### config.mk
export PLATFORM = sky130hd
export DESIGN_NAME = lbs_shifter
export DESIGN_NICKNAME = d
export VERILOG_FILES = /design/src/logic/lbs_pkg.sv /design/src/logic/lbs_shifter.sv
export SDC_FILE = /design/constraint.sdc
export NUM_CORES = 1
export LEC_CHECK = 0
export ABC_AREA = 1
export BUFFER_PORTS_ARGS = -buffer_cell sky130_fd_sc_hd__buf_2
export CAP_MARGIN = 20
export CORE_UTILIZATION = 55
export DETAILED_ROUTE_END_ITERATION = 8
export HOLD_SLACK_MARGIN = 0.15
export PLACE_DENSITY = 0.86
export SYNTH_ARGS = -nofsm -noshare
export SYNTH_HDL_FRONTEND = slang
export SYNTH_SLANG_ARGS = --single-unit
### constraint.sdc
create_clock -name core_clk -period 3.55 [get_ports core_clk]
set_clock_uncertainty 0.1 [all_clocks]
set_input_delay 0.71 -clock core_clk [delete_from_list [all_inputs] [get_ports core_clk]]
set_output_delay 0.71 -clock core_clk [all_outputs]
set_load 0.02 [all_outputs]
### src/logic/lbs_pkg.sv
// Shared constants for the legacy link byte shifter: register offsets,
// control and status bit positions, ones-run and bit-count limits and reset values.
// Assumes nothing beyond a SystemVerilog compiler.
`default_nettype none
package lbs_pkg;
	// Register offsets on the parallel control port.
	localparam logic [7:0] ADDR_RX_BYTE = 8'h28;
	localparam logic [7:0] ADDR_MATCH_ONE = 8'h29;
	localparam logic [7:0] ADDR_MATCH_TWO = 8'h2a;
	localparam logic [7:0] ADDR_TX_BYTE = 8'h7e;

	// Bit positions in the second status and second interrupt mask registers.
	localparam int SR_MATCH = 2;
	localparam int SR_TX_EMPTY = 3;
	localparam int SR_RX_FULL = 4;

	// Bit positions in the second common control register.
	localparam int CC_DESTUFF_EN = 0;
	localparam int CC_STUFF_EN = 4;
	localparam int CC_MF_LOAD = 5;

	// Bit position in the first transmit control register.
	localparam int TC_FS_SOURCE = 2;

	// Run of ones after which a zero is stuffed or destuffed, the ones-count cap and the last bit index.
	localparam logic [2:0] ONES_RUN = 3'h5;
	localparam logic [2:0] ONES_CAP = 3'h7;
	localparam logic [2:0] LAST_BIT = 3'h7;

	// Reset values.
	localparam logic [7:0] BYTE_RESET = 8'h00;
	localparam logic [7:0] STATUS_RESET = 8'h00;
endpackage : lbs_pkg

`default_nettype wire

### src/logic/lbs_shifter.sv
// Legacy link byte shifter: receive byte assembler with zero destuffing and
// match compare, transmit byte serialiser with zero stuffing.
// Assumes the register port and all framer strobes are already synchronous
// to core_clk; the control and mask registers live in the common register
// block and arrive here as plain inputs.
`timescale 1ns/1ps
`default_nettype none

// How it works
// - Link or Fs bits shift one at a time into an 8-bit receive register.
// - A completed receive byte sets the receive-full status bit 4.
// - Receive-full pulls the interrupt low only when mask bit 4 is set.
// - Completed byte equal to either match value sets status bit 2, masked by bit 2.
// - First received bit of each byte lands in the least significant position.
// - With destuff enabled, a zero right after exactly five ones is deleted.
// - A zero after six or more ones is kept, passing flags and aborts.
// - Host-written transmit byte is sent LSB first into link or Fs positions.
// - After all 8 transmit bits leave, transmit-empty status bit 3 is set.
// - Transmit-empty pulls the interrupt low only when mask bit 3 is set.
// - Without a new write before the next byte start, the held byte is sent again.
// - With stuff enabled, a zero is inserted after every five consecutive ones.
// - Only one transmit source; this path is silent when the other owns it.
// - Fs source bit cleared selects this transmit byte as Fs source.
// - Multiframe-load bit set makes new transmit bytes load only at multiframe start.
module lbs_shifter
	import lbs_pkg::*;
(
	input wire logic core_clk,
	input wire logic rst_n,
	input wire logic [7:0] reg_addr,
	input wire logic [7:0] reg_wdata,
	input wire logic reg_wr,
	input wire logic reg_rd,
	output logic [7:0] reg_rdata,
	input wire logic [7:0] second_common_control_register,
	input wire logic [7:0] second_interrupt_mask_register,
	input wire logic [7:0] first_transmit_control_register,
	input wire logic [7:0] status_clear,
	output logic [7:0] second_status_register,
	output logic int_n,
	input wire logic esf_mode,
	input wire logic hdlc_tx_select,
	input wire logic rx_link_valid,
	input wire logic rx_link_bit,
	input wire logic tx_link_req,
	input wire logic tx_multiframe,
	output logic tx_link_valid,
	output logic tx_link_bit
);
	import lbs_pkg::*;

	typedef struct packed {
		logic [7:0] rx_shift;
		logic [2:0] rx_count;
		logic [2:0] rx_ones;
		logic [7:0] rx_byte;
		logic [7:0] match_one;
		logic [7:0] match_two;
		logic [7:0] tx_hold;
		logic [7:0] tx_shift;
		logic [2:0] tx_count;
		logic [2:0] tx_ones;
		logic tx_valid;
		logic tx_bit;
		logic [7:0] status;
		logic int_n;
		logic [7:0] rdata;
	} lbs_state_s;

	lbs_state_s st;
	lbs_state_s next_st;

	logic rx_drop;
	logic rx_take;
	logic rx_done;
	logic [7:0] rx_new_shift;
	logic legacy_src;
	logic tx_stuff;
	logic tx_take;
	logic tx_load_ok;
	logic [7:0] tx_byte_eff;
	logic [7:0] set_bits;

	// Ones-run update: saturate so long runs stay recognisable as six or more.
	function automatic logic [2:0] ones_next(input logic [2:0] ones, input logic bit_in);
		ones_next = bit_in ? ((ones == ONES_CAP) ? ONES_CAP : ones + 3'h1) : 3'h0;
	endfunction

	// Next-state logic for both directions and the register port.
	always_comb
	begin
		next_st = st;
		set_bits = STATUS_RESET;

		// Receive: only the zero after exactly five ones is removed.
		rx_drop = rx_link_valid && second_common_control_register[CC_DESTUFF_EN]
			&& (st.rx_ones == ONES_RUN) && !rx_link_bit;
		rx_take = rx_link_valid && !rx_drop;
		rx_done = rx_take && (st.rx_count == LAST_BIT);
		rx_new_shift = {rx_link_bit, st.rx_shift[7:1]};
		if (rx_drop)
		begin
			next_st.rx_ones = 3'h0;
		end
		if (rx_take)
		begin
			next_st.rx_shift = rx_new_shift;
			next_st.rx_count = st.rx_count + 3'h1;
			next_st.rx_ones = ones_next(st.rx_ones, rx_link_bit);
		end
		// A finished byte overwrites the previous one whether read or not.
		if (rx_done)
		begin
			next_st.rx_byte = rx_new_shift;
			set_bits[SR_RX_FULL] = 1'b1;
			if ((rx_new_shift == st.match_one) || (rx_new_shift == st.match_two))
			begin
				set_bits[SR_MATCH] = 1'b1;
			end
		end

		// Transmit: this path owns the slot only when the other source does not.
		legacy_src = esf_mode ? !hdlc_tx_select
			: !first_transmit_control_register[TC_FS_SOURCE];
		tx_stuff = tx_link_req && legacy_src && second_common_control_register[CC_STUFF_EN]
			&& (st.tx_ones == ONES_RUN);
		tx_take = tx_link_req && legacy_src && !tx_stuff;
		tx_load_ok = !second_common_control_register[CC_MF_LOAD] || tx_multiframe;
		// At a byte start the held byte is taken when tx_load_ok allows it; unchanged it simply repeats.
		tx_byte_eff = ((st.tx_count == 3'h0) && tx_load_ok) ? st.tx_hold : st.tx_shift;
		next_st.tx_valid = tx_link_req && legacy_src;
		if (tx_stuff)
		begin
			next_st.tx_bit = 1'b0;
			next_st.tx_ones = 3'h0;
		end
		else if (tx_take)
		begin
			next_st.tx_bit = tx_byte_eff[st.tx_count];
			next_st.tx_shift = tx_byte_eff;
			next_st.tx_count = st.tx_count + 3'h1;
			next_st.tx_ones = ones_next(st.tx_ones, tx_byte_eff[st.tx_count]);
			if (st.tx_count == LAST_BIT)
			begin
				set_bits[SR_TX_EMPTY] = 1'b1;
			end
		end
		else
		begin
			next_st.tx_bit = 1'b0;
		end

		// Register port writes and reads; unmapped reads return zero.
		if (reg_wr)
		begin
			unique case (reg_addr)
				ADDR_MATCH_ONE: next_st.match_one = reg_wdata;
				ADDR_MATCH_TWO: next_st.match_two = reg_wdata;
				ADDR_TX_BYTE: next_st.tx_hold = reg_wdata;
				default: next_st.tx_hold = st.tx_hold;
			endcase
		end
		next_st.rdata = 8'h00;
		if (reg_rd)
		begin
			unique case (reg_addr)
				ADDR_RX_BYTE: next_st.rdata = st.rx_byte;
				ADDR_MATCH_ONE: next_st.rdata = st.match_one;
				ADDR_MATCH_TWO: next_st.rdata = st.match_two;
				ADDR_TX_BYTE: next_st.rdata = st.tx_hold;
				default: next_st.rdata = 8'h00;
			endcase
		end

		// Sticky status: a set in the same cycle as its clear wins.
		next_st.status = (st.status & ~status_clear) | set_bits;
		next_st.int_n = !(|(next_st.status & second_interrupt_mask_register));
	end

	// State register.
	always_ff @(posedge core_clk or negedge rst_n)
	begin
		if (!rst_n)
		begin
			st <= '{rx_shift: BYTE_RESET, rx_count: 3'h0, rx_ones: 3'h0,
				rx_byte: BYTE_RESET, match_one: BYTE_RESET, match_two: BYTE_RESET,
				tx_hold: BYTE_RESET, tx_shift: BYTE_RESET, tx_count: 3'h0,
				tx_ones: 3'h0, tx_valid: 1'b0, tx_bit: 1'b0,
				status: STATUS_RESET, int_n: 1'b1, rdata: 8'h00};
		end
		else
		begin
			st <= next_st;
		end
	end

	// Outputs straight from the state register.
	assign reg_rdata = st.rdata;
	assign second_status_register = st.status;
	assign int_n = st.int_n;
	assign tx_link_valid = st.tx_valid;
	assign tx_link_bit = st.tx_bit;

	// Checks next to the logic they guard.
	rx_full_set_a: assert property (@(posedge core_clk) disable iff (!rst_n)
		rx_done |=> second_status_register[SR_RX_FULL])
		else $error("Receive-full not set after a completed byte.");

	rx_int_low_a: assert property (@(posedge core_clk) disable iff (!rst_n)
		rx_done && second_interrupt_mask_register[SR_RX_FULL] |=> !int_n)
		else $error("Interrupt not low after masked-in receive-full.");

	match_flag_a: assert property (@(posedge core_clk) disable iff (!rst_n)
		rx_done && ((rx_new_shift == st.match_one) || (rx_new_shift == st.match_two))
		|=> second_status_register[SR_MATCH] && (st.rx_byte == $past(rx_new_shift)))
		else $error("Match flag or byte wrong after a matching byte.");

	rx_last_msb_a: assert property (@(posedge core_clk) disable iff (!rst_n)
		rx_done |=> st.rx_byte[7] == $past(rx_link_bit))
		else $error("Last received bit is not in the top position.");

	destuff_drop_a: assert property (@(posedge core_clk) disable iff (!rst_n)
		rx_link_valid && second_common_control_register[CC_DESTUFF_EN]
		&& (st.rx_ones == ONES_RUN) && !rx_link_bit
		|=> $stable(st.rx_count) && $stable(st.rx_shift) && (st.rx_ones == 3'h0))
		else $error("Stuffed zero was not removed.");

	six_ones_keep_a: assert property (@(posedge core_clk) disable iff (!rst_n)
		rx_link_valid && (st.rx_ones > ONES_RUN) && !rx_link_bit
		|=> st.rx_count == $past(st.rx_count) + 3'h1)
		else $error("Zero after six ones was removed.");

	tx_bit_order_a: assert property (@(posedge core_clk) disable iff (!rst_n)
		tx_take |=> tx_link_valid && (tx_link_bit == $past(tx_byte_eff[st.tx_count])))
		else $error("Transmit bit not taken LSB first.");

	tx_empty_set_a: assert property (@(posedge core_clk) disable iff (!rst_n)
		tx_take && (st.tx_count == LAST_BIT)
		|=> second_status_register[SR_TX_EMPTY] && (st.tx_count == 3'h0))
		else $error("Transmit-empty not set after eighth bit.");

	tx_int_low_a: assert property (@(posedge core_clk) disable iff (!rst_n)
		tx_take && (st.tx_count == LAST_BIT) && second_interrupt_mask_register[SR_TX_EMPTY]
		|=> !int_n)
		else $error("Interrupt not low after masked-in transmit-empty.");

	stuff_zero_a: assert property (@(posedge core_clk) disable iff (!rst_n)
		tx_stuff |=> tx_link_valid && !tx_link_bit && $stable(st.tx_count))
		else $error("Zero not stuffed after five ones.");

	one_source_a: assert property (@(posedge core_clk) disable iff (!rst_n)
		tx_link_valid |-> $past(legacy_src) && $past(tx_link_req))
		else $error("Legacy path sent while not the transmit source.");

	mf_wait_a: assert property (@(posedge core_clk) disable iff (!rst_n)
		tx_take && (st.tx_count == 3'h0) && second_common_control_register[CC_MF_LOAD]
		&& !tx_multiframe |=> st.tx_shift == $past(st.tx_shift))
		else $error("Transmit byte loaded off a multiframe boundary.");

	// Register port, status clearing, run counters, byte repeat and transmit source. A stale ones count would
	// silently shift every later stuffing decision, so it is checked on its own.
	rd_rx_byte_a: assert property (@(posedge core_clk) disable iff (!rst_n)
		reg_rd && (reg_addr == ADDR_RX_BYTE) |=> reg_rdata == $past(st.rx_byte))
		else $error("Read of the receive byte returned the wrong value.");

	rdata_idle_a: assert property (@(posedge core_clk) disable iff (!rst_n)
		!reg_rd |=> reg_rdata == 8'h00)
		else $error("Read data not zero outside a read.");

	rx_count_hold_a: assert property (@(posedge core_clk) disable iff (!rst_n)
		!rx_link_valid |=> $stable(st.rx_count))
		else $error("Receive bit count moved without a received bit.");

	rx_full_clear_a: assert property (@(posedge core_clk) disable iff (!rst_n)
		status_clear[SR_RX_FULL] && !rx_done |=> !second_status_register[SR_RX_FULL])
		else $error("Receive-full not cleared by its clear pulse.");

	rx_zero_clear_a: assert property (@(posedge core_clk) disable iff (!rst_n)
		rx_link_valid && !rx_link_bit |=> st.rx_ones == 3'h0)
		else $error("Receive ones run not cleared by a zero.");

	tx_zero_clear_a: assert property (@(posedge core_clk) disable iff (!rst_n)
		tx_stuff || (tx_take && !tx_byte_eff[st.tx_count]) |=> st.tx_ones == 3'h0)
		else $error("Transmit ones run not cleared by a zero.");

	tx_repeat_a: assert property (@(posedge core_clk) disable iff (!rst_n)
		tx_take && (st.tx_count == 3'h0) && tx_load_ok |=> st.tx_shift == $past(st.tx_hold))
		else $error("Held transmit byte not taken at a byte start.");

	fs_source_a: assert property (@(posedge core_clk) disable iff (!rst_n)
		tx_link_req && !esf_mode && first_transmit_control_register[TC_FS_SOURCE]
		|=> !tx_link_valid)
		else $error("Fs bit sent while another source owns it.");

	tx_idle_zero_a: assert property (@(posedge core_clk) disable iff (!rst_n)
		!tx_link_valid |-> !tx_link_bit)
		else $error("Transmit bit not zero outside a served slot.");
endmodule // lbs_shifter

`default_nettype wire

==> summary.txt <==
Synth
  • Post-synth top area share: 0.505
  • Synth Net Count: 510
  • FF+latch count, synth: 78
  • Cell area after synthesis: 0.00382 sq mm
  • Commonest cells post-synth: nand2_1 (100), dfrtp_1 (77), inv_1 (57), o21ai_0 (41), nand3_1 (35)
  • Area leader, netlist: dfrtp_1
  • Register area share after synthesis: 0.512
  • Post-Syn Instances: 443
  • Compound-Gate Fraction of Synth Area: 0.116
  • Yosys warning count: 0
  • Area contributors post-synth: dfrtp_1 (50%), nand2_1 (9.8%), inv_1 (5.6%)
  • Number of synthesized flops with an enable pin: 0
  • Mux contribution to synthesized area: 0.0187
  • Main combinational cell family by area after synthesis: simple AND/OR/NAND/NOR gates
  • Post-synthesis adder-cell area fraction: 0.0295
  • Synth Area in XOR/XNOR: 0.0161
  • Syn_area_per_cell: 8.62 sq um
  • Distinct cells, synth: 31
  • Simple-Gate Fraction of Synth Area: 0.208
  • Top FF cell, synth: dfrtp_1
  • Cell with the most instances after synthesis: nand2_1
  • Async set or reset register ratio after synthesis: 1.00

Power
  • Worst VDD drop: 0.272 mV
  • Tot Pwr: 2.42 mW
  • Power per cell area: 563 mW/mm^2
  • Leak: 2.25 nW

Finish
  • Nets: 564
  • Diodes inserted: 0
  • Area grow syn2layout: 12.4%
  • Fillers: 528
  • Layout cell share with drive strength beyond 1: 0.201
  • Final Util: 0.657
  • Post-route design area: 0.00429 sq mm

Critical path
  • WP depth: 11
  • Critical Path End: st[20]
  • Critical-path cell list: inv_1, ha_1, inv_1, nor2_2, nand2_1, nand2_1, nand3_1, nand3_1, nand3_1, nand3_1, o21ai_0
  • CP Class: reg2reg
  • FF-to-FF Start: st[22]
  • Reg2reg path depth: 11
  • CP most frequent cell: nand3_1
  • Critical Path Max Stage Delay: 0.46 ns
  • R2r setup slk: 1.16 ns
  • Critical Path AT: 2.52 ns
  • CP startpoint: st[22]
  • CP max-delay cell: dfrtp_1
  • Delay-heaviest family, CP: simple AND/OR/NAND/NOR gates
  • CP Capture Type: flip-flop
  • Startpoint types: flip-flop
  • WP buf/inv: 2
  • R2R Path End: st[20]
  • Worst Path Max Fanout: 9
  • CP Data Required Time: 3.68 ns

STA
  • Final setup viols: 0
  • Achievable Freq: 418 MHz
  • Final hold vios: 0
  • Slew HR: 0.369
  • Final Max Tran Viols: 0
  • Fin Setup TNS: 0 ns
  • Final Cycle Share: 0.674
  • Min Tclk post-route: 2.39 ns
  • Worst slew pin tran: 0.946 ns
  • Unrepaired setup endpoints after global routing: false

Min path
  • Worst min-delay path class: reg2reg

Floorplan
  • Row Count: 29
  • IO Pins: 77
  • Die height: 85.3 um
  • Core area: 0.00653 sq mm
  • DIE AREA: 0.00728 sq mm
  • Die W: 85.3 um
  • Initial Utilization: 0.584

GRT
  • GR peak layer: met2
  • Met1 Use GR: 0.279
  • Gr usage total: 0.234
  • Initial antenna violation count: 0
  • First-pass GRT wire length: 13,200 um
  • GRT Residual Overflow: 0
  • GR Layer Usage met2: 0.389
  • Largest net degree at the start of global routing: 79
  • Met3 Usage GRT: 0.0632
  • Vias in the first global route: 3,009

Clocking
  • Post-CTS Setup Bufs: 0
  • CTS buffer count: 9
  • H-tree Lvls: 3
  • Post-CTS sizing: 0
  • Post-CTS Hold Buffers: 0
  • CTS tree: done
  • CTS sink count: 78
  • Longest Clk Path Bufs: 2
  • CTS root buf: clkbuf_8
  • Skew-Pair Late Insertion Delay: 0.35 ns
  • Clock transition at path regs: 0.08 ns

Placement
  • Gpl congestion: 0.857
  • Placed cell areas: 0.00409 sq mm
  • Hpwl dp: 5790 um
  • Port Buffers: 64

Route
  • Remaining routing DRC violations: 0
  • Via count: 3,125
  • DR iter-0 viols: 252
  • Antenna-violating nets left: 0
  • DR vias/cell: 5.40
  • Total Wirelength: 7880 um
  • First-pass DRT Iterations: 6
  • WL/cell: 13.6 um

Run
  • Number of max-cap violations: 0

Run status
  • Status: complete, no violations
## cell families after synthesis
family,Yosys count
AND/OR/NAND/NOR,181
buffers and inverters,82
AO/OA/AOI/OAI,81
flip-flops,78
adder cells (fa/ha/maj),9
XOR/XNOR,7
multiplexers,5
## state kept, by name (all words and copies together), names as in the netlist
name and flops:
rx_new_shift 7, second_status_register 8, int_n 1, tx_link_valid 1
st 52, reg_rdata 8, tx_link_bit 1
## through the flow
stage	cells	setup slack [ns]	hold slack, ns
after floorplan	443	1.47	0.314
after global placement	563	1.14	0.360
after detailed placement	563	1.01	0.371
after CTS	579	1.15	0.377
after global routing	579	0.905	0.375
final	579	1.16	0.383
## layout make-up
class / count / area (sq um) / share of cell area
Sequential cell: 78 / 1950 / 0.455
Multi-Input combinational cell: 283 / 1480 / 0.345
Timing Repair Buffer: 66 / 338 / 0.0787
Inverter: 59 / 223 / 0.0519
Clock buffer: 10 / 138 / 0.0321
Tap cell: 77 / 96.3 / 0.0224
Clock inverter: 6 / 61.3 / 0.0143
## metal layers
layer	share of wire	routed length [um]	vias to the layer above
met5	0	0	-
met4	0.031	242	0
met3	0.056	443	27
met2	0.49	3860	98
met1	0.42	3330	1462
li1	-	-	1538
## worst min path at each step
| stage | startpoint | endpoint | slack [ns] | cells after the start |
|---|---|---|---|---|
| finish | st[68] | st[68] | 0.38 | 1 |
| global route | second_interrupt_mask_register[2] | int_n | 0.37 | 2 |
| CTS | second_interrupt_mask_register[2] | int_n | 0.38 | 2 |
| detailed placement | st[68] | st[68] | 0.37 | 1 |
| global placement | st[69] | st[69] | 0.36 | 2 |
| floorplan | rst_n | reg_rdata[0] | 0.31 | 0 |
## report_power, final
part	switching [mW]	internal, mW	leakage (nW)
logic	0.347	0.219	1.21
registers	0.125	1.06	0.932
clock network	0.322	0.341	0.102
## cells in the final DEF (no fill, tap or decap)
| master | instances |
|---|---|
| bufinv_16 | 1 |
| nand3_2 | 1 |
| mux2_4 | 4 |
| nor2_1 | 30 |
| nor2_2 | 4 |
| ha_1 | 9 |
| a21oi_1 | 15 |
| a21boi_0 | 3 |
| inv_2 | 1 |
| xor2_1 | 2 |
| clkinv_2 | 4 |
| buf_4 | 3 |
| xnor2_1 | 5 |
| dfrtp_1 | 77 |
| nand2_2 | 2 |
| nand4_2 | 2 |
| nand4_1 | 5 |
| nand2_1 | 100 |
| a211oi_1 | 1 |
| o21bai_1 | 1 |
| o21ai_0 | 41 |
| mux2_2 | 1 |
| inv_1 | 57 |
| nor3_4 | 1 |
| clkinvlp_4 | 1 |
| clkbuf_8 | 10 |
| dfstp_2 | 1 |
| buf_2 | 63 |
| clkinv_4 | 1 |
| a31oi_1 | 10 |
| nand2_4 | 1 |
| o22ai_1 | 10 |
| nand3_1 | 35 |
No activity file was read; power rests on OpenSTA's default activity.
